===== src/brc_pkg.sv =====
// Purpose: Shared constants for the burst read configuration sequencer.
// Assumes: Configuration word is 16 bits; addresses are double-word indices.
// Notes:   Field positions and reset value of the configuration word.
package brc_pkg;
  // ==========================================================================
  // Configuration word layout
  localparam int          CFG_W          = 16;
  localparam int          RMS_BIT        = 15;
  localparam int          FAL_HI         = 13;
  localparam int          FAL_LO         = 11;
  localparam int          IBL_BIT        = 9;
  localparam int          RTS_BIT        = 8;
  localparam int          BOS_BIT        = 7;
  localparam int          CES_BIT        = 6;
  localparam int          WRD_BIT        = 3;
  localparam int          BLF_HI         = 2;
  localparam logic [15:0] CFG_RESET      = 16'h8000;
  localparam logic [15:0] CFG_WRITE_MASK = 16'hBBCF;
  // ==========================================================================
  // Field encodings
  localparam logic [2:0]  FAL_RSVD       = 3'h1;
  localparam logic [2:0]  FAL_BASE       = 3'h2;
  localparam logic [3:0]  FAL_BASE_CYC   = 4'h4;
  localparam logic [2:0]  BLF_LEN4       = 3'h1;
  localparam logic [2:0]  BLF_LEN8       = 3'h2;
  localparam logic [2:0]  BLF_CONT       = 3'h7;
  localparam logic [18:0] SIG_CFG_ADDR   = 19'h00005;
  // ==========================================================================
  // Internal refill delay for unaligned continuous or no-wrap bursts
  localparam logic [3:0]  REFILL_CYC     = 4'h2;
endpackage


===== src/brc_sequencer.sv =====
// Purpose: Burst read configuration register and the burst address sequencer.
// Assumes: Burst clock is sampled by mclk_i; command decode supplies cfg writes.
// Notes:   Reads one double-word address per beat out to the array port.
`timescale 1ns/1ps
`default_nettype none
// Operation
// - Configuration holds until rewrite or reset.
// - Read-mode bit one async, zero burst.
// - Reset forces read-mode bit to one.
// - Latency codes 010..110 give 4..8 cycles.
// - Inter-beat bit chooses one or two cycles.
// - Ready-timing bit drops ready one cycle early.
// - Interleaved order XORs beat count into offset.
// - Sequential wrap increments modulo length in group.
// - Edge bit selects falling or rising clock.
// - Wrap-disable bit lets addresses cross group.
// - Length codes give four, eight, continuous.
// - Aligned unbounded bursts never drop ready.
// - Unaligned unbounded bursts drop ready for refill.
// - Ready low stalls data and counter.
// - Continuous burst rolls over to zero.
// - Start address latched on first edge or latch rise.
// - Signature read at five returns configuration.
module brc_sequencer #(
  parameter int AW = 19
) (
  // Clock and reset
  input  wire logic                      mclk_i,
  input  wire logic                      sys_rst_i,
  // Device pins (asynchronous to mclk_i)
  input  wire logic                      burst_clk_i,
  input  wire logic                      chip_en_n_i,
  input  wire logic                      latch_en_n_i,
  input  wire logic                      burst_adv_n_i,
  input  wire logic                      reset_powerdown_n_i,
  input  wire logic [AW-1:0]             addr_i,
  // Configuration write from the command decoder (same clock)
  input  wire logic                      cfg_wr_i,
  input  wire logic [brc_pkg::CFG_W-1:0] cfg_wdata_i,
  // Signature read mode flag from the command decoder (same clock)
  input  wire logic                      sig_mode_i,
  // Status and array side
  output logic [brc_pkg::CFG_W-1:0]      burst_read_config_o,
  output logic                           async_mode_o,
  output logic                           sig_cfg_sel_o,
  output logic [AW-1:0]                  beat_addr_o,
  output logic                           beat_valid_o,
  output logic                           data_ready_o
);
  import brc_pkg::*;

  typedef enum logic [1:0] {
    BRC_IDLE  = 2'b00,
    BRC_LAT   = 2'b01,
    BRC_BURST = 2'b10
  } brc_state_t;

  // ==========================================================================
  // Synchronised pins
  logic          k_s, ce_n_s, l_n_s, b_n_s, rp_n_s;
  logic [AW-1:0] a_s;

  // Pins idle high (clock parked, strobes inactive), address idles at zero.
  brc_sync2 #(.W(AW + 5), .RST({5'b11111, AW'(0)})) u_sync (
    .mclk_i    (mclk_i),
    .sys_rst_i (sys_rst_i),
    .d_i       ({burst_clk_i, chip_en_n_i, latch_en_n_i, burst_adv_n_i,
                 reset_powerdown_n_i, addr_i}),
    .q_o       ({k_s, ce_n_s, l_n_s, b_n_s, rp_n_s, a_s})
  );

  // ==========================================================================
  // State
  logic [CFG_W-1:0] cfg_r, cfg_nxt;
  logic             k_d_r, l_d_r;
  brc_state_t       st_r, st_nxt;
  logic [3:0]       cnt_r, cnt_nxt;
  logic [AW-1:0]    start_r, start_nxt;
  logic [2:0]       beat_r, beat_nxt;
  logic [AW-1:0]    lin_r, lin_nxt;
  logic [AW-1:0]    addr_r, addr_nxt;
  logic             vld_r, vld_nxt;
  logic             rdy_r, rdy_nxt;
  logic             gap_r, gap_nxt;
  logic             refill_done_r, refill_done_nxt;

  // ==========================================================================
  // Decoded fields and edge detection
  logic       act_edge, latch_rise, aligned8, unbounded;
  logic [2:0] fal, blf;
  logic [2:0] beat_sel;
  logic [3:0] lat_cyc;
  logic [2:0] len_mask;
  logic [AW-1:0] seq_addr, next_lin;

  assign fal       = cfg_r[FAL_HI:FAL_LO];
  assign blf       = cfg_r[BLF_HI:0];
  // Falling edge when the edge bit is zero, rising when one.
  assign act_edge  = cfg_r[CES_BIT] ? (k_s & ~k_d_r) : (~k_s & k_d_r);
  assign latch_rise = l_n_s & ~l_d_r;
  // Code 010 maps to four cycles, each step adds one.
  assign lat_cyc   = FAL_BASE_CYC + 4'(fal - FAL_BASE);
  assign len_mask  = (blf == BLF_LEN8) ? 3'h7 : 3'h3;
  assign unbounded = (blf == BLF_CONT) | cfg_r[WRD_BIT];
  assign aligned8  = (start_r[2:0] == 3'h0);

  // ==========================================================================
  // Beat address generation.
  always_comb begin
    next_lin = lin_r + AW'(1);
    // In a burst the address is formed for the beat about to be issued.
    beat_sel = (st_r == BRC_BURST) ? 3'(beat_r + 3'h1) : beat_r;
    if (unbounded) begin
      seq_addr = lin_r;
    end else if (cfg_r[BOS_BIT]) begin
      // Sequential wrap stays inside the aligned group.
      seq_addr = {start_r[AW-1:3],
                  (start_r[2:0] & ~len_mask) | ((start_r[2:0] + beat_sel) & len_mask)};
    end else begin
      seq_addr = {start_r[AW-1:3],
                  (start_r[2:0] & ~len_mask) | ((start_r[2:0] ^ beat_sel) & len_mask)};
    end
  end

  // ==========================================================================
  // Configuration register next value. Device reset or power-down restores it.
  always_comb begin
    cfg_nxt = cfg_r;
    if (!rp_n_s) begin
      cfg_nxt = CFG_RESET;
    end else if (cfg_wr_i) begin
      cfg_nxt = cfg_wdata_i & CFG_WRITE_MASK;
    end
  end

  // ==========================================================================
  // Burst sequencer next state.
  always_comb begin
    st_nxt          = st_r;
    cnt_nxt         = cnt_r;
    start_nxt       = start_r;
    beat_nxt        = beat_r;
    lin_nxt         = lin_r;
    addr_nxt        = addr_r;
    vld_nxt         = 1'b0;
    rdy_nxt         = rdy_r;
    gap_nxt         = gap_r;
    refill_done_nxt = refill_done_r;
    unique case (st_r)
      BRC_IDLE: begin
        rdy_nxt = 1'b1;
        // Latch on the first active edge or latch rise while selected.
        if (!cfg_r[RMS_BIT] && !ce_n_s && ((!l_n_s && act_edge) || latch_rise)) begin
          start_nxt       = a_s;
          lin_nxt         = a_s;
          beat_nxt        = 3'h0;
          cnt_nxt         = lat_cyc - 4'h1;
          refill_done_nxt = 1'b0;
          gap_nxt         = 1'b0;
          st_nxt          = BRC_LAT;
        end
      end
      BRC_LAT: begin
        if (act_edge) begin
          if (cnt_r == 4'h1) begin
            addr_nxt = seq_addr;
            vld_nxt  = 1'b1;
            st_nxt   = BRC_BURST;
          end else begin
            cnt_nxt = cnt_r - 4'h1;
          end
        end
      end
      BRC_BURST: begin
        if (act_edge && !b_n_s) begin
          // Unaligned unbounded bursts pause once for the array refill.
          if (unbounded && !aligned8 && !refill_done_r && beat_r == 3'h0) begin
            if (!rdy_r) begin
              if (cnt_r == 4'h1) begin
                rdy_nxt         = 1'b1;
                refill_done_nxt = 1'b1;
              end else begin
                cnt_nxt = cnt_r - 4'h1;
              end
            end else begin
              rdy_nxt = 1'b0;
              cnt_nxt = REFILL_CYC;
            end
          end else if (rdy_r) begin
            if (cfg_r[IBL_BIT] && !gap_r) begin
              gap_nxt = 1'b1;
            end else begin
              gap_nxt  = 1'b0;
              beat_nxt = beat_r + 3'h1;
              lin_nxt  = next_lin;
              vld_nxt  = 1'b1;
              // Bounded bursts end after the last beat of the length.
              // No-wrap bursts of 4 or 8 still stop after their length.
              if ((blf != BLF_CONT) && (beat_nxt & len_mask) == len_mask) begin
                st_nxt = BRC_IDLE;
              end
            end
          end
        end
        if (st_r == BRC_BURST && vld_nxt) begin
          addr_nxt = unbounded ? next_lin : seq_addr;
        end
      end
      default: st_nxt = BRC_IDLE;
    endcase
    // Aligned unbounded bursts keep ready high throughout.
    if (unbounded && aligned8) begin
      rdy_nxt = 1'b1;
    end
    if (!rp_n_s || ce_n_s || cfg_r[RMS_BIT]) begin
      st_nxt  = BRC_IDLE;
      rdy_nxt = 1'b1;
      vld_nxt = 1'b0;
    end
  end

  // ==========================================================================
  // Registers.
  always_ff @(posedge mclk_i or posedge sys_rst_i) begin
    if (sys_rst_i) begin
      cfg_r         <= CFG_RESET;
      k_d_r         <= 1'b1;
      l_d_r         <= 1'b1;
      st_r          <= BRC_IDLE;
      cnt_r         <= 4'h0;
      start_r       <= '0;
      beat_r        <= 3'h0;
      lin_r         <= '0;
      addr_r        <= '0;
      vld_r         <= 1'b0;
      rdy_r         <= 1'b1;
      gap_r         <= 1'b0;
      refill_done_r <= 1'b0;
    end else begin
      cfg_r         <= cfg_nxt;
      k_d_r         <= k_s;
      l_d_r         <= l_n_s;
      st_r          <= st_nxt;
      cnt_r         <= cnt_nxt;
      start_r       <= start_nxt;
      beat_r        <= beat_nxt;
      lin_r         <= lin_nxt;
      addr_r        <= addr_nxt;
      vld_r         <= vld_nxt;
      rdy_r         <= rdy_nxt;
      gap_r         <= gap_nxt;
      refill_done_r <= refill_done_nxt;
    end
  end

  // ==========================================================================
  // Outputs. Early ready timing drops the pin as soon as the stall is known.
  assign burst_read_config_o = cfg_r;
  assign async_mode_o        = cfg_r[RMS_BIT];
  assign sig_cfg_sel_o       = sig_mode_i & (a_s == SIG_CFG_ADDR[AW-1:0]);
  assign beat_addr_o         = addr_r;
  assign beat_valid_o        = vld_r;
  assign data_ready_o        = cfg_r[RTS_BIT] ? (rdy_r & rdy_nxt) : rdy_r;
endmodule
`default_nettype wire


===== src/brc_sync2.sv =====
// Purpose: Two flip-flop synchroniser for inputs from outside the clock domain.
// Assumes: Inputs are levels; output lags by two mclk_i edges.
// Notes:   The first stage is read by the second stage only.
`timescale 1ns/1ps
`default_nettype none
module brc_sync2 #(
  parameter int         W   = 1,
  parameter logic [W-1:0] RST = '0
) (
  // Clock and reset
  input  wire logic         mclk_i,
  input  wire logic         sys_rst_i,
  // Data
  input  wire logic [W-1:0] d_i,
  output logic      [W-1:0] q_o
);
  logic [W-1:0] s1_r;

  // ==========================================================================
  // Two stages guard against metastability on asynchronous pins.
  // Reset loads the idle pin levels so no false edge follows release.
  always_ff @(posedge mclk_i or posedge sys_rst_i) begin
    if (sys_rst_i) begin
      s1_r <= RST;
      q_o  <= RST;
    end else begin
      s1_r <= d_i;
      q_o  <= s1_r;
    end
  end
endmodule
`default_nettype wire


===== config.mk =====
export PLATFORM = sky130hd
export DESIGN_NAME = brc_sequencer
export DESIGN_NICKNAME = d
export VERILOG_FILES = /design/src/brc_pkg.sv /design/src/brc_sequencer.sv /design/src/brc_sync2.sv
export SDC_FILE = /design/constraint.sdc
export NUM_CORES = 1
export LEC_CHECK = 0
export ABC_CLOCK_PERIOD_IN_PS = 4400
export BUFFER_PORTS_ARGS = -buffer_cell sky130_fd_sc_hd__buf_4
export CORE_MARGIN = 1
export CORE_UTILIZATION = 35
export CTS_BUF_LIST = sky130_fd_sc_hd__clkbuf_4 sky130_fd_sc_hd__clkbuf_8
export DETAILED_ROUTE_END_ITERATION = 12
export PLACE_DENSITY = 0.62
export SLEW_MARGIN = 5
export SYNTH_ARGS = -nofsm -noshare
export SYNTH_HDL_FRONTEND = slang
export SYNTH_HIERARCHICAL = 1
export SYNTH_SLANG_ARGS = --single-unit

===== constraint.sdc =====
create_clock -name mclk_i -period 4.4 [get_ports mclk_i]
set_input_delay 0.88 -clock mclk_i [delete_from_list [all_inputs] [get_ports mclk_i]]
set_output_delay 0.88 -clock mclk_i [all_outputs]
set_load 0.02 [all_outputs]

# ---- After elaboration in Yosys (flattened, before gate mapping)
# Index checks and enable logic that the tools add are counted.
dict set report totals {
  regBits 136
  in_bits 44
  wordCells 170
}
dict set report op_classes {
  n_addsub 7
  eq_ne 28
  muxes 68
  n_bitwise 17
  n_reduce_logical 35
}
# operator count
set ops {}
lappend ops {{2-to-1 mux 19 bit} 10}
lappend ops {{case mux 19 bit (2 select lines)} 2}
lappend ops {{2-to-1 mux 16 bit} 2}
lappend ops {{2-to-1 mux 1 bit} 24}
lappend ops {{2-to-1 mux 3 bit} 8}
lappend ops {{2-to-1 mux 4 bit} 6}
lappend ops {{inequality test 2 bit, second input constant} 11}
lappend ops {{adder 19 x 1 -> 19 bit, second input constant} 1}
lappend ops {{equality test 19 x 3 -> 1 bit, second input constant} 1}
lappend ops {{2-to-1 mux 2 bit} 9}
lappend ops {{inequality test 3 x 2 -> 1 bit, second input constant} 5}
lappend ops {{bitwise AND 3 bit} 4}
lappend ops {{inequality test 3 bit, second input constant} 4}
lappend ops {{case mux 4 bit (3 select lines)} 1}
lappend ops {{AND reduction 6 bit} 2}
lappend ops {{logical AND 1 bit} 11}
lappend ops {{AND reduction 5 bit} 2}
lappend ops {{zero test 1 bit} 8}
lappend ops {{case mux 1 bit (2 select lines)} 4}
lappend ops {{AND reduction 8 bit} 1}
lappend ops {{subtractor 4 x 1 -> 4 bit, second input constant} 2}
lappend ops {{zero test 3 bit} 2}
lappend ops {{bitwise OR 3 bit} 2}
lappend ops {{case mux 2 bit (3 select lines)} 1}
lappend ops {{23 further kinds} 32}

# ---- Depth between registers and ports, before layout
# Gate-level depths: netlist (run 1).
dict set report depth {
  ltp_word 12
  mapped_depth 15
  mapped_depth_nobuf 12
}

# ---- By module
# Netlist (run 1), hierarchy kept.
# module instances cells_each area_each_um2
set modules_own_cells {}
lappend modules_own_cells {brc_sequencer 1 524 5066.1}
lappend modules_own_cells {brc_sync2 1 49 1217.4}

# ---- Least setup slack after synthesis (run 1)
# No wires, ideal clock.
dict set report synth_timing {
  kind {flip-flop to flip-flop}
  start {reg st_r[0]}
  end {reg addr_r[2], in the netlist beat_addr_o[2]}
  arrival_ps 3383
  required_time_ps 4335
  setup_slack_ps 952
  stages_incl_launch_ff 16
  n_path_buf 4
  period_less_slack_ps 3448
  path_cell_list {dfrtp_1 -> inv_1 -> ha_1 -> clkbuf_1 -> clkbuf_1 -> clkbuf_1 -> clkbuf_1 -> nand2_1 -> o21ai_0 -> inv_1 -> fa_1 -> nor2b_1 -> xnor3_1 -> or3_1 -> a31oi_1 -> mux2_2}
}
dict set report synth_between {
  elab_chain_len 10
}
# element line
set synth_lines {}
lappend synth_lines {{from (decl)} brc_sequencer.sv:76} ;# brc_state_t st_r, st_nxt;
lappend synth_lines {{from (signal assigned)} brc_sequencer.sv:243} ;# st_r <= st_nxt;
lappend synth_lines {{equality test 2 bit} {brc_sequencer.sv:112, brc_sequencer.sv:149, brc_sequencer.sv:205}}
lappend synth_lines {{2-to-1 mux 3 bit} brc_sequencer.sv:112} ;# beat_sel = (st_r == BRC_BURST) ? 3'(beat_r + 3'h1) : beat_r;
lappend synth_lines {{adder 3 bit / XOR 3 bit (equally long branches)} {brc_sequencer.sv:118, brc_sequencer.sv:121}}
lappend synth_lines {{bitwise AND 3 bit (on tied branches)} {brc_sequencer.sv:118, brc_sequencer.sv:121}}
lappend synth_lines {{bitwise OR 3 bit (on tied branches)} {brc_sequencer.sv:118, brc_sequencer.sv:121}}
lappend synth_lines {{2-to-1 mux 3 bit} brc_sequencer.sv:115} ;# end else if (cfg_r[BOS_BIT]) begin
lappend synth_lines {{2-to-1 mux 19 bit} brc_sequencer.sv:113} ;# if (unbounded) begin
lappend synth_lines {{2-to-1 mux 19 bit (on tied branches)} {brc_sequencer.sv:206, brc_sequencer.sv:165}}
lappend synth_lines {{2-to-1 mux 19 bit (on tied branches)} {brc_sequencer.sv:205, brc_sequencer.sv:164}}
lappend synth_lines {{case mux 19 bit (2 select lines)} brc_sequencer.sv:149} ;# unique case (st_r)
lappend synth_lines {{to (signal assigned)} brc_sequencer.sv:248} ;# addr_r <= addr_nxt;
lappend synth_lines {{to (decl)} brc_sequencer.sv:81} ;# logic [AW-1:0] addr_r, addr_nxt;
# Several ways; a longest one is shown, not always the timed one. The select of a mux whose other input is x is not followed.
# A chain may end at the register's enable or synchronous reset.

# ---- Worst setup path in the final report (run 1)
dict set report layout_timing {
  start {reg u_sync.q_o[19]}
  end {out data_ready_o}
}
dict set report layout_between {
  elab_chain_len 6
}
# element line
set layout_lines {}
lappend layout_lines {{from (decl)} brc_sync2.sv:15} ;# output logic [W-1:0] q_o
lappend layout_lines {{from (signal assigned)} brc_sync2.sv:28} ;# q_o <= s1_r;
lappend layout_lines {{zero test 1 bit} brc_sequencer.sv:215} ;# if (!rp_n_s || ce_n_s || cfg_r[RMS_BIT]) begin
lappend layout_lines {{logical OR 1 bit (2 in series)} brc_sequencer.sv:215}
lappend layout_lines {{2-to-1 mux 1 bit} brc_sequencer.sv:215}
lappend layout_lines {{bitwise AND 1 bit} brc_sequencer.sv:263} ;# assign data_ready_o = cfg_r[RTS_BIT] ? (rdy_r & rdy_nxt) : rdy_r;
lappend layout_lines {{2-to-1 mux 1 bit} brc_sequencer.sv:263}
lappend layout_lines {{to (decl)} brc_sequencer.sv:48} ;# output logic data_ready_o
# Every way passes these cells.

==> results of run 1 <==
## worst min path at each step
stage | start | end | slack [ns] | depth (start not counted)
after floorplan | u_sync/s1_r[0]$_DFF_PP0_ | u_sync/q_o[0]$_DFF_PP0_ | 0.33 | 0
final | u_sync/s1_r[16]$_DFF_PP0_ | u_sync/q_o[16]$_DFF_PP0_ | 0.35 | 0
after CTS | u_sync/s1_r[19]$_DFF_PP1_ | u_sync/q_o[19]$_DFF_PP1_ | 0.35 | 0
after global routing | u_sync/s1_r[22]$_DFF_PP1_ | u_sync/q_o[22]$_DFF_PP1_ | 0.36 | 0
after global placement | u_sync/s1_r[10]$_DFF_PP0_ | u_sync/q_o[10]$_DFF_PP0_ | 0.34 | 0
after detailed placement | u_sync/s1_r[18]$_DFF_PP0_ | u_sync/q_o[18]$_DFF_PP0_ | 0.33 | 0
## layout make-up
type / instances / share of cell area
tap: 225 / 0.03782
multi-input combinational: 384 / 0.3644
clock buffer: 18 / 0.03328
timing repair buffer: 79 / 0.07968
clock inverter: 14 / 0.02690
inverter: 23 / 0.01177
sequential: 132 / 0.4461
## state kept, by name, indices dropped and copies added, names as in the netlist, 2 cells and up
signal and flops:
beat_r 3, u_sync/q_o 24, lin_r 19, cnt_r 4, beat_addr_o 19, u_sync/s1_r 24, st_r 2, burst_read_config_o 12
start_r 19
## routing by layer
metal  global-route usage  wire, um
met2               0.2599      6717
met5                    0         0
met4              0.06728       178
met1               0.2239      6813
met3              0.03840       697
## synthesized netlist by cell type, types with 12 or more instances
| library cell | instances | area share |
|---|---|---|
| a21oi_1 | 14 | 0.011 |
| a31oi_1 | 17 | 0.017 |
| clkbuf_1 | 24 | 0.014 |
| dfrtp_1 | 118 | 0.47 |
| dfstp_2 | 14 | 0.059 |
| ha_1 | 16 | 0.032 |
| inv_1 | 23 | 0.014 |
| mux2_2 | 26 | 0.047 |
| mux2i_1 | 18 | 0.029 |
| nand2_1 | 55 | 0.033 |
| nand3_1 | 27 | 0.022 |
| nor2_1 | 21 | 0.013 |
| nor2b_1 | 12 | 0.012 |
| o21ai_0 | 40 | 0.032 |
| xnor2_1 | 13 | 0.018 |
## stage by stage
stage	total power, mW	instance area [sq um]	hold slack (ns)	std cells
after floorplan	1.856	6295	0.3312	576
after global placement	1.993	6995	0.3352	843
after detailed placement	2.014	6995	0.3347	843
after CTS	3.155	7443	0.3508	875
after global routing	3.295	7443	0.3568	875
final	3.130	7443	0.3485	875
## power by group through the flow
| stage | clock [mW] | combinational [mW] | sequential (mW) |
|---|---|---|---|
| global placement | 0 | 0.458 | 1.53 |
| floorplan | 0 | 0.375 | 1.48 |
| finish | 1.13 | 0.471 | 1.52 |
| CTS | 1.16 | 0.474 | 1.52 |
| detailed placement | 0 | 0.470 | 1.54 |
| global route | 1.22 | 0.529 | 1.55 |
## worst max-delay path: cells and delay by family (launching register included)
kind,cells,cell delay [ns]
AO/OA/AOI/OAI,2,0.45
buffers and inverters,1,0.15
flip-flops,1,0.65
AND/OR/NAND/NOR,2,0.74
## cell families after synthesis
| logic type | share of synthesized area |
|---|---|
| simple gates | 0.1442 |
| flops | 0.5285 |
| compound gates | 0.1241 |
| buf+inv | 0.04261 |
| mux | 0.09916 |
| fa+ha+maj | 0.03505 |
| xor+xnor | 0.02589 |
| other cells | 0.0005968 |
==> metrics.cfg, run 1 <==
[detailed_routing]
avgViaCountPerCell = 5.270
drt_iter0_markers = 339
ant_nets = 0
drtPass1Iterations = 5
drc = 0
via_count = 4611
wire_per_inst_um = 16.47
finalWirelength_mm = 14.41

[critical_path]
crit_path_start = u_sync/q_o[19]$_DFF_PP1_
path_max_fanout = 13
start_kind = flop
reg2reg_depth = 12
worstSetupEndpoint = data_ready_o
path_cells = nor3b_1, o211a_1, nand2_1, o21a_1, buf_4
reg2reg_to = beat_addr_o[2]$_DFFE_PP0P_
critical_path_class = flop to output port
critPathRequiredTime_ns = 3.52
reg2reg_slack_ns = 1.19
crit_path_end_kind = output port
cp_slowest_stage_delay_ns = 0.68
critPathSlowestCell = nor3b_1
timing.rr.start = st_r[0]$_DFFE_PP0P_
worst_ep_arrival_time_ns = 2.42

[logic_synthesis]
async_flop_share = 1.000
syn_area_sq_mm = 0.006284
yosysWarnings = 6
syn_avg_cell_area_sq_um = 10.97
synth-seq-area-share = 0.5285
synth-seq-cells = 132
synth_cells = 573
ys.flop_type = dfrtp_1
synth_edf_count = 0
synth.distinct_cells = 67

[global_routing]
grt_pass1_wl_mm = 23.51
grt_remaining_overflow = 0
grt_util_all_layers = 0.1670
antenna_found_initial = 0
grt_pass1_vias = 4488
grt_start_max_net_pins = 57

[cells_and_area]
final_util = 0.4274
fillers = 1631
n_antenna_cell = 0
finalNetCount = 698
final_common_cell = dfrtp_1
drive_above_1_share = 0.2677
final_cell_mix = 118 x dfrtp_1, 79 x buf_4, 55 x nand2_1, 40 x o21ai_0, 27 x nand3_1
area_growth_pct = 18.46
register_area_sq_mm = 0.003321
multiInputGateArea_sq_mm = 0.002713

[clock_network]
cts_tree = built
cts_made_buffers = 17
clk_path_buf_depth = 2
cts.sinks = 132
htree_levels = 4
clk-insertion-delay-late_ns = 0.45
cts_resized = 0
post_cts_buffers = 0
clockRootBuffer = clkbuf_8
cts.hold.buffers_added = 0
cts.clk_slew.worst_paths_ns = 0.08

[floorplan]
start_util = 0.3608
die_width_um = 136.0
dieArea_sq_mm = 0.01849
core-area_sq_mm = 0.01742
die_h_um = 136.0
ios = 83
rows = 48

[timing]
fin_skew_ns = 0.01673
hold_viol = 0
tns_ns = 0
min_period_ns = 3.300
finalSetupViolCount = 0
max_slew_margin = 0.3199
worst_slew_pin_slew_ns = 1.019
finalCritPeriodShare = 0.7501
drv_slew = 0
rsz0062_at_grt = false
setup_ws_ns = 1.100
max_freq_mhz = 303.0

[pwr]
clkPwrFrac = 0.362
internal-power_mw = 2.226
peakVddDrop_uv = 196.6
swShare = 0.2887
powerDensity_mw_per_mm2 = 420.5
p_sw_mw = 0.9037
p_leak_nw = 3.243
power_frac_seq = 0.487
combPwrFrac = 0.151

[flow_run]
maxCapViolations = 0

[status]
status = complete, no violations

[place]
gp_congestion = 0.8772
dp_hpwl_mm = 10.03
numPortBuffers = 74
dp_slack_ns = 1.223

[hold_path]
hp-class = flop to flop

Note: power is estimated with default switching activity, not from simulation.
==> inputs of run 2 (changes only) <==
--- a/config.mk
+++ b/config.mk
@@ -5,13 +5,14 @@
 export SDC_FILE = /design/constraint.sdc
 export NUM_CORES = 1
 export LEC_CHECK = 0
-export ABC_CLOCK_PERIOD_IN_PS = 4400
+export ABC_AREA = 1
+export ABC_CLOCK_PERIOD_IN_PS = 2900
 export BUFFER_PORTS_ARGS = -buffer_cell sky130_fd_sc_hd__buf_4
 export CORE_MARGIN = 1
 export CORE_UTILIZATION = 35
 export CTS_BUF_LIST = sky130_fd_sc_hd__clkbuf_4 sky130_fd_sc_hd__clkbuf_8
 export DETAILED_ROUTE_END_ITERATION = 12
-export PLACE_DENSITY = 0.62
+export PLACE_DENSITY = 0.64
 export SLEW_MARGIN = 5
 export SYNTH_ARGS = -nofsm -noshare
 export SYNTH_HDL_FRONTEND = slang
==> constraint.sdc (replaced) <==
create_clock -name mclk_i -period 2.9 [get_ports mclk_i]
set_input_delay 0.58 -clock mclk_i [delete_from_list [all_inputs] [get_ports mclk_i]]
set_output_delay 0.58 -clock mclk_i [all_outputs]
set_load 0.02 [all_outputs]
==> run 2 against run 1 <==
  * Sequential share of layout area is 0.24 points lower
  * Cell area is 0.57% higher
  * Critical path depth is 7 higher
  * Worst setup slack worse by 0.93 ns
  * Register-to-register slack worse by 0.73 ns
  * Worst hold slack worse by 0.22 ns
  * Final cell count is 19% higher
  * Sequential power is 50% higher
  * Area after synthesis hardly changed
  * Combinational power is 59% higher
  * Core utilization is 0.24 points higher
  * Clock-buffer cell count is 1 higher
==> metrics.cfg, run 2 <==
[logic_synthesis]
syn_avg_cell_area_sq_um = 8.604  ; -22%
async_flop_share = 1.000  ; unchanged
synth-seq-area-share = 0.5279  ; about the same
synthSimpleGateAreaFrac = 0.2292  ; +0.08500
synth_common_cells = 211 x nand2_1, 118 x dfrtp_1, 86 x inv_1, 56 x o21ai_0, 53 x nand3_1
synth_area_leader_cell = dfrtp_1
synth_compound_area_frac = 0.1052  ; -0.01882
syn_area_sq_mm = 0.006290  ; about the same
ys.flop_type = dfrtp_1
yosysWarnings = 6  ; unchanged
synth-seq-cells = 132  ; unchanged
synth.top_cell.area_share = 0.4695  ; about the same
synth_area_leaders = dfrtp_1 47%, nand2_1 13%, dfstp_2 5.8%, inv_1 5.1%, o21ai_0 4.5%
synth_top_family_by_area = simple AND/OR/NAND/NOR gates
synth.distinct_cells = 48  ; -28%
synth_xor_area_frac = 0.004177  ; -0.02171
synthAdderAreaFrac = 0.03501  ; about the same
synthMuxAreaShare = 0.01432  ; -0.08484
yosysMostFrequentCell = nand2_1
synth_cells = 731  ; +28%
synth_edf_count = 0  ; unchanged

[critical_path]
reg2reg_slack_ns = 0.46  ; -0.73 ns
cp_top_family = simple AND/OR/NAND/NOR gates
cp_num_buf_inv = 5  ; +4
worst_ep_arrival_time_ns = 2.15  ; -0.27 ns
critPathRequiredTime_ns = 2.32  ; -1.20 ns
crit_path_end_kind = output port
path_cells = inv_2, ha_2, buf_12, nand2_1, inv_1, nand2_1, nor3_1, nor2_1, nand3_1, nand2_1, inv_1, buf_4
cp_slowest_stage_delay_ns = 0.44  ; -0.24 ns
critical_path_class = flop to output port
critPathSlowestCell = dfrtp_2
crit_top_cell = nand2_1
path_max_fanout = 21  ; +8
start_kind = flop

[status]
status = complete, no violations

[flow_run]
maxCapViolations = 0  ; unchanged

[timing]
finalCritPeriodShare = 0.9411
worst_slew_pin_slew_ns = 0.9245  ; -0.09436 ns
max_freq_mhz = 366.4
tns_ns = 0  ; unchanged
finalSetupViolCount = 0  ; unchanged
drv_slew = 0  ; unchanged
fin_skew_ns = 0.01224  ; -0.004486 ns
hold_viol = 0  ; unchanged
rsz0062_at_grt = false
setup_ws_ns = 0.1708  ; -0.9289 ns
max_slew_margin = 0.3827  ; +0.06280
min_period_ns = 2.729

[place]
dp_hpwl_mm = 9.948  ; -0.81%
numPortBuffers = 74  ; unchanged
gp_congestion = 0.8363  ; -4.7%
dp_slack_ns = 0.3386  ; -0.8847 ns

[floorplan]
die_h_um = 136.1  ; about the same
start_util = 0.3611  ; about the same
core-area_sq_mm = 0.01742  ; unchanged
rows = 48  ; unchanged
ios = 83  ; unchanged
dieArea_sq_mm = 0.01851  ; about the same
die_width_um = 136.1  ; about the same

[global_routing]
antenna_found_initial = 0  ; unchanged
grt_pass1_wl_mm = 23.14  ; -1.6%
grt_util_all_layers = 0.1637  ; -0.003271
grt_pass1_vias = 4683  ; +4.3%
grt_remaining_overflow = 0  ; unchanged
grt_start_max_net_pins = 49  ; -14%

[clock_network]
cts.clk_slew.worst_paths_ns = 0.08  ; about the same
clk-insertion-delay-late_ns = 0.45  ; about the same
htree_levels = 4  ; unchanged
cts.sinks = 132  ; unchanged
clk_path_buf_depth = 2  ; unchanged
clockRootBuffer = clkbuf_8
cts_made_buffers = 17  ; unchanged
cts_tree = built
cts.hold.buffers_added = 0  ; unchanged

[detailed_routing]
drtPass1Iterations = 4  ; -1
ant_nets = 0  ; unchanged
wire_per_inst_um = 13.47  ; -18%
drc = 0  ; unchanged
drt_iter0_markers = 306  ; -9.7%
avgViaCountPerCell = 4.677  ; -11%
via_count = 4887  ; +6.0%
finalWirelength_mm = 14.07  ; -2.3%

[cells_and_area]
final_common_cell = nand2_1
drive_above_1_share = 0.1988  ; -0.06891
fillers = 1727  ; +5.9%
largestRegisters = u_sync/q_o (24), u_sync/s1_r (24)
final_cell_mix = 211 x nand2_1, 117 x dfrtp_1, 83 x inv_1, 81 x buf_4, 56 x o21ai_0
finalNetCount = 868  ; +24%
n_antenna_cell = 0  ; unchanged
area_growth_pct = 19.02

[hold_path]
hp-class = primary input to async pin

[pwr]
p_leak_nw = 3.677  ; +13%
peakVddDrop_uv = 282.0  ; +43%
total_power_mw = 4.678  ; +49%
powerDensity_mw_per_mm2 = 624.9  ; +49%

==> run 2: cell count changes in the layout (fill, tap and decap cells not counted), moves of 12 or more <==
cell,previous run,this run
nand2_1,55,211
inv_1,21,83
o21ai_1,0,30
nand3_1,27,53
mux2_2,26,4
mux2i_1,18,0
o21ai_0,40,56
a21oi_1,14,29
a31oi_1,16,1
nor2b_1,12,0
xnor2_1,13,1
==> run 2: cell families (layout without fill, tap and decap cells) <==
family / Yosys count / after routing
muxes: 8 / 8
other: 1 / 4
adders and majority gates: 17 / 17
AOI/OAI and AO/OA: 125 / 125
DFF: 132 / 132
and+or+nand+nor: 326 / 326
buffers and inverters: 119 / 205
xor gates and xnor gates: 3 / 3
==> run 2: what timing repair did <==
| item | in CTS | in global routing |
|---|---|---|
| setup buffers | 0 | 1 |
| setup endpoints to repair | 1 | 1 |
| pin swaps | 0 | 0 |
| resized for setup | 1 | 6 |
==> run 2: final timing paths <==
path,start,to,depth (start not counted)
max in group asynchronous,sys_rst_i,u_sync/q_o[12]$_DFF_PP0_,2
worst min register to register,u_sync/s1_r[11]$_DFF_PP0_,u_sync/q_o[11]$_DFF_PP0_,0
worst max register to register,st_r[0]$_DFFE_PP0P_,beat_addr_o[2]$_DFFE_PP0P_,15
min in group mclk_i,addr_i[15],u_sync/s1_r[15]$_DFF_PP0_,1
worst max-delay path,st_r[0]$_DFFE_PP0P_,data_ready_o,12
worst min-delay path,sys_rst_i,burst_read_config_o[2]$_DFFE_PP0P_,2
==> run 2: layout make-up <==
cell class	count	area, sq um	area share
well taps	225	281.5	0.03761
repair buffers	83	648.1	0.08658
multi-input cells	483	2465	0.3293
clock inverters	13	172.7	0.02307
flip-flops and latches	132	3322	0.4438
clock buffers	19	255.2	0.03410
inverters	90	341.6	0.04563
==> run 2: per-stage QoR <==
stage          utilization  instance area (sq um)  cells  hold slack (ns)
2_1_floorplan            -                   6301    734           0.3312
3_3_place_gp        0.4036                   7029   1012           0.3322
3_5_place_dp        0.4036                   7029   1012           0.3347
4_1_cts             0.4284                   7461   1044           0.1177
5_1_grt             0.4298                   7486   1045           0.1385
6_report            0.4298                   7486   1045           0.1322
==> run 2: layer usage <==
| layer | up-vias | global-route usage | wire, um | share of wire |
|---|---|---|---|---|
| met4 | 0 | 0.06728 | 270 | 0.019 |
| li1 | 2489 | - | - | - |
| met1 | 2270 | 0.2331 | 6899 | 0.49 |
| met5 | - | 0 | 0 | 0 |
| met2 | 108 | 0.2341 | 6094 | 0.43 |
| met3 | 20 | 0.04288 | 807 | 0.057 |
==> run 2: power by group <==
part	internal [mW]	total (mW)	switching, mW	leakage [nW]
Clock	0.896	1.65	0.757	0.209
Combinational	0.302	0.749	0.448	1.84
Sequential	2.09	2.28	0.190	1.63
Total	3.28	4.68	1.39	3.68
==> inputs of run 3 (changes only) <==
--- a/config.mk
+++ b/config.mk
@@ -8,11 +8,14 @@
 export ABC_AREA = 1
 export ABC_CLOCK_PERIOD_IN_PS = 2900
 export BUFFER_PORTS_ARGS = -buffer_cell sky130_fd_sc_hd__buf_4
+export CELL_PAD_IN_SITES_DETAIL_PLACEMENT = 1
+export CELL_PAD_IN_SITES_GLOBAL_PLACEMENT = 1
 export CORE_MARGIN = 1
 export CORE_UTILIZATION = 35
 export CTS_BUF_LIST = sky130_fd_sc_hd__clkbuf_4 sky130_fd_sc_hd__clkbuf_8
 export DETAILED_ROUTE_END_ITERATION = 12
-export PLACE_DENSITY = 0.64
+export MAX_ROUTING_LAYER = met4
+export PLACE_DENSITY = 0.68
 export SLEW_MARGIN = 5
 export SYNTH_ARGS = -nofsm -noshare
 export SYNTH_HDL_FRONTEND = slang
==> run 3 against run 2 <==
  * Non-clock buffer count rose by 2
  * Power rose by 1.2%
  * Die area did not move
  * Flip-flop and latch count did not move
  * Core utilization rose by 0.17 points
  * Critical endpoint unchanged
  * First-iteration DRC count fell by 5.2%
  * Worst setup slack got worse by 0.0031 ns
  * Largest power group unchanged
  * Combinational power rose by 2%
==> metrics.cfg, run 3 (synthesis results as in run 2) <==
[status]
status = complete, no violations

[pwr]
p_sw_mw = 1.449  ; +3.9%
peakVddDrop_uv = 307.2  ; +8.9%
combPwrFrac = 0.162  ; +0.002
swShare = 0.3059  ; +0.007739
p_leak_nw = 3.698  ; +0.56%
power_frac_seq = 0.483  ; -0.003
powerDensity_mw_per_mm2 = 630.1  ; +0.83%
clkPwrFrac = 0.355  ; +0.002
internal-power_mw = 3.287  ; +0.12%

[timing]
hold_viol = 0  ; unchanged
finalCritPeriodShare = 0.9422  ; +0.001061
finalSetupViolCount = 0  ; unchanged
rsz0062_at_grt = false
max_slew_margin = 0.3964  ; +0.01362
fin_skew_ns = 0.01060  ; -0.001645 ns
tns_ns = 0  ; unchanged
min_period_ns = 2.732  ; +0.003077 ns
max_freq_mhz = 366.0  ; -0.11%
drv_slew = 0  ; unchanged
worst_slew_pin_slew_ns = 0.9041  ; -0.02040 ns

[clock_network]
clockRootBuffer = clkbuf_8
cts_tree = built
clk-insertion-delay-late_ns = 0.44  ; about the same
cts.hold.buffers_added = 0  ; unchanged
cts_made_buffers = 17  ; unchanged
cts.clk_slew.worst_paths_ns = 0.08  ; about the same
htree_levels = 4  ; unchanged
cts.sinks = 132  ; unchanged
clk_path_buf_depth = 2  ; unchanged

[detailed_routing]
drc = 0  ; unchanged
wire_per_inst_um = 15.51  ; +15%
drt_iter0_markers = 290  ; -5.2%
avgViaCountPerCell = 4.851  ; +3.7%
finalWirelength_mm = 16.24  ; +15%
ant_nets = 0  ; unchanged
via_count = 5079  ; +3.9%
drtPass1Iterations = 4  ; unchanged

[floorplan]
rows = 48  ; unchanged
die_width_um = 136.1  ; unchanged
core-area_sq_mm = 0.01742  ; unchanged
dieArea_sq_mm = 0.01851  ; unchanged
start_util = 0.3611  ; unchanged
ios = 83  ; unchanged
die_h_um = 136.1  ; unchanged

[cells_and_area]
finalNetCount = 870  ; +0.23%
largestRegisters = u_sync/q_o (24), u_sync/s1_r (24)
fin_area_sq_mm = 0.007516  ; +0.40%
finalNonFillerCells = 1047  ; +0.19%
final_cell_mix = 211 x nand2_1, 117 x dfrtp_1, 83 x buf_4, 81 x inv_1, 56 x o21ai_0
area_growth_pct = 19.49
n_antenna_cell = 0  ; unchanged
final_common_cell = nand2_1
drive_above_1_share = 0.2032  ; +0.004383

[hold_path]
hp-class = primary input to flop
worstHoldStart = addr_i[12]

[global_routing]
grt_pass1_wl_mm = 26.64  ; +15%
antenna_found_initial = 0  ; unchanged
grt_pass1_vias = 5173  ; +10%
grt_util_all_layers = 0.1941  ; +0.03040
grt_start_max_net_pins = 49  ; unchanged
grt_remaining_overflow = 0  ; unchanged

[place]
gp_congestion = 0.8393  ; +0.36%
placed_area_sq_mm = 0.007027  ; about the same
dp_cells = 1012  ; unchanged
dp_hpwl_mm = 11.73  ; +18%
numPortBuffers = 74  ; unchanged

[critical_path]
crit_top_cell = nand2_1
critPathRequiredTime_ns = 2.32  ; about the same
cp_num_buf_inv = 5  ; unchanged
crit_path_start = st_r[0]$_DFFE_PP0P_
critPathSlowestCell = dfrtp_2
cp_slowest_stage_delay_ns = 0.44  ; about the same
worst_ep_arrival_time_ns = 2.15  ; about the same
path_max_fanout = 21  ; unchanged
crit_path_end_kind = output port
timing.rr.start = st_r[0]$_DFFE_PP0P_
start_kind = flop
cp_top_family = buffers and inverters
path_cells = inv_2, ha_4, buf_12, nand2_1, inv_1, nand2_1, nor3_2, nor2_1, nand3_1, nand2_1, inv_1, buf_4
critical_path_class = flop to output port

[flow_run]
maxCapViolations = 0  ; unchanged

-- run 3: per-stage QoR --
stage,total power [mW],setup slack (ns),util,hold WS [ns]
final,4.736,0.1677,0.4315,0.2381
after global routing,4.998,0.002905,0.4315,0.1999
after CTS,4.785,0.01128,0.4295,0.2045
after detailed placement,3.091,0.2214,0.4034,0.3363
after global placement,3.047,0.3076,0.4034,0.3338
after floorplan,2.793,0.1615,-,0.3312
-- run 3: worst reg2reg max path, stage by stage (launching register included) --
cell	delay, ns
dfrtp_2	0.44
inv_2	0.11
ha_4	0.19
buf_4	0.22
clkinvlp_4	0.13
buf_4	0.17
a21oi_1	0.25
fa_1	0.45
o21ai_0	0.23
nand2_1	0.07
o21ai_0	0.09
nand2_1	0.08
nand2_1	0.09
-- run 3: per-layer routing --
layer  global-route usage  vias to the layer above  routed length, um
li1                     -                     2476                  -
met1               0.2696                     2491               7963
met2               0.2814                       94               7380
met3              0.03244                       18                641
met4              0.07593                        0                252
met5                    -                        -                  0
-- run 3: cell type report --
| cell class | instances | area (sq um) |
|---|---|---|
| tap | 225 | 281.5 |
| inverter | 90 | 345.3 |
| clock inverter | 13 | 171.4 |
| clock buffer | 19 | 255.2 |
| sequential | 132 | 3322 |
| multi-input combinational | 483 | 2477 |
| fill | 2097 | 9901 |
| timing repair buffer | 85 | 663.1 |
-- run 3: timing repair --
item	in CTS	in global routing
resized for setup	5	6
setup endpoints to repair	1	2
setup buffers	1	2
-- run 3: final timing paths --
| kind | endpoint | slack (ns) | cells past startpoint |
|---|---|---|---|
| setup / recovery | data_ready_o | 0.17 | 12 |
| hold / removal | u_sync/s1_r[12]$_DFF_PP0_ | 0.24 | 1 |
| setup reg to reg | beat_addr_o[1]$_DFFE_PP0P_ | 0.33 | 12 |
| hold reg to reg | u_sync/q_o[9]$_DFF_PP0_ | 0.35 | 0 |
| max in group asynchronous | lin_r[12]$_DFFE_PP0P_ | 1.94 | 3 |
| min in group asynchronous | burst_read_config_o[2]$_DFFE_PP0P_ | 0.27 | 2 |
-- run 3: power by group through the flow --
stage	Combinational, mW	Sequential, mW	Clock [mW]
global placement	0.742	2.30	0
global route	0.879	2.32	1.80
finish	0.766	2.29	1.68
CTS	0.776	2.29	1.72
floorplan	0.490	2.30	0
detailed placement	0.770	2.32	0
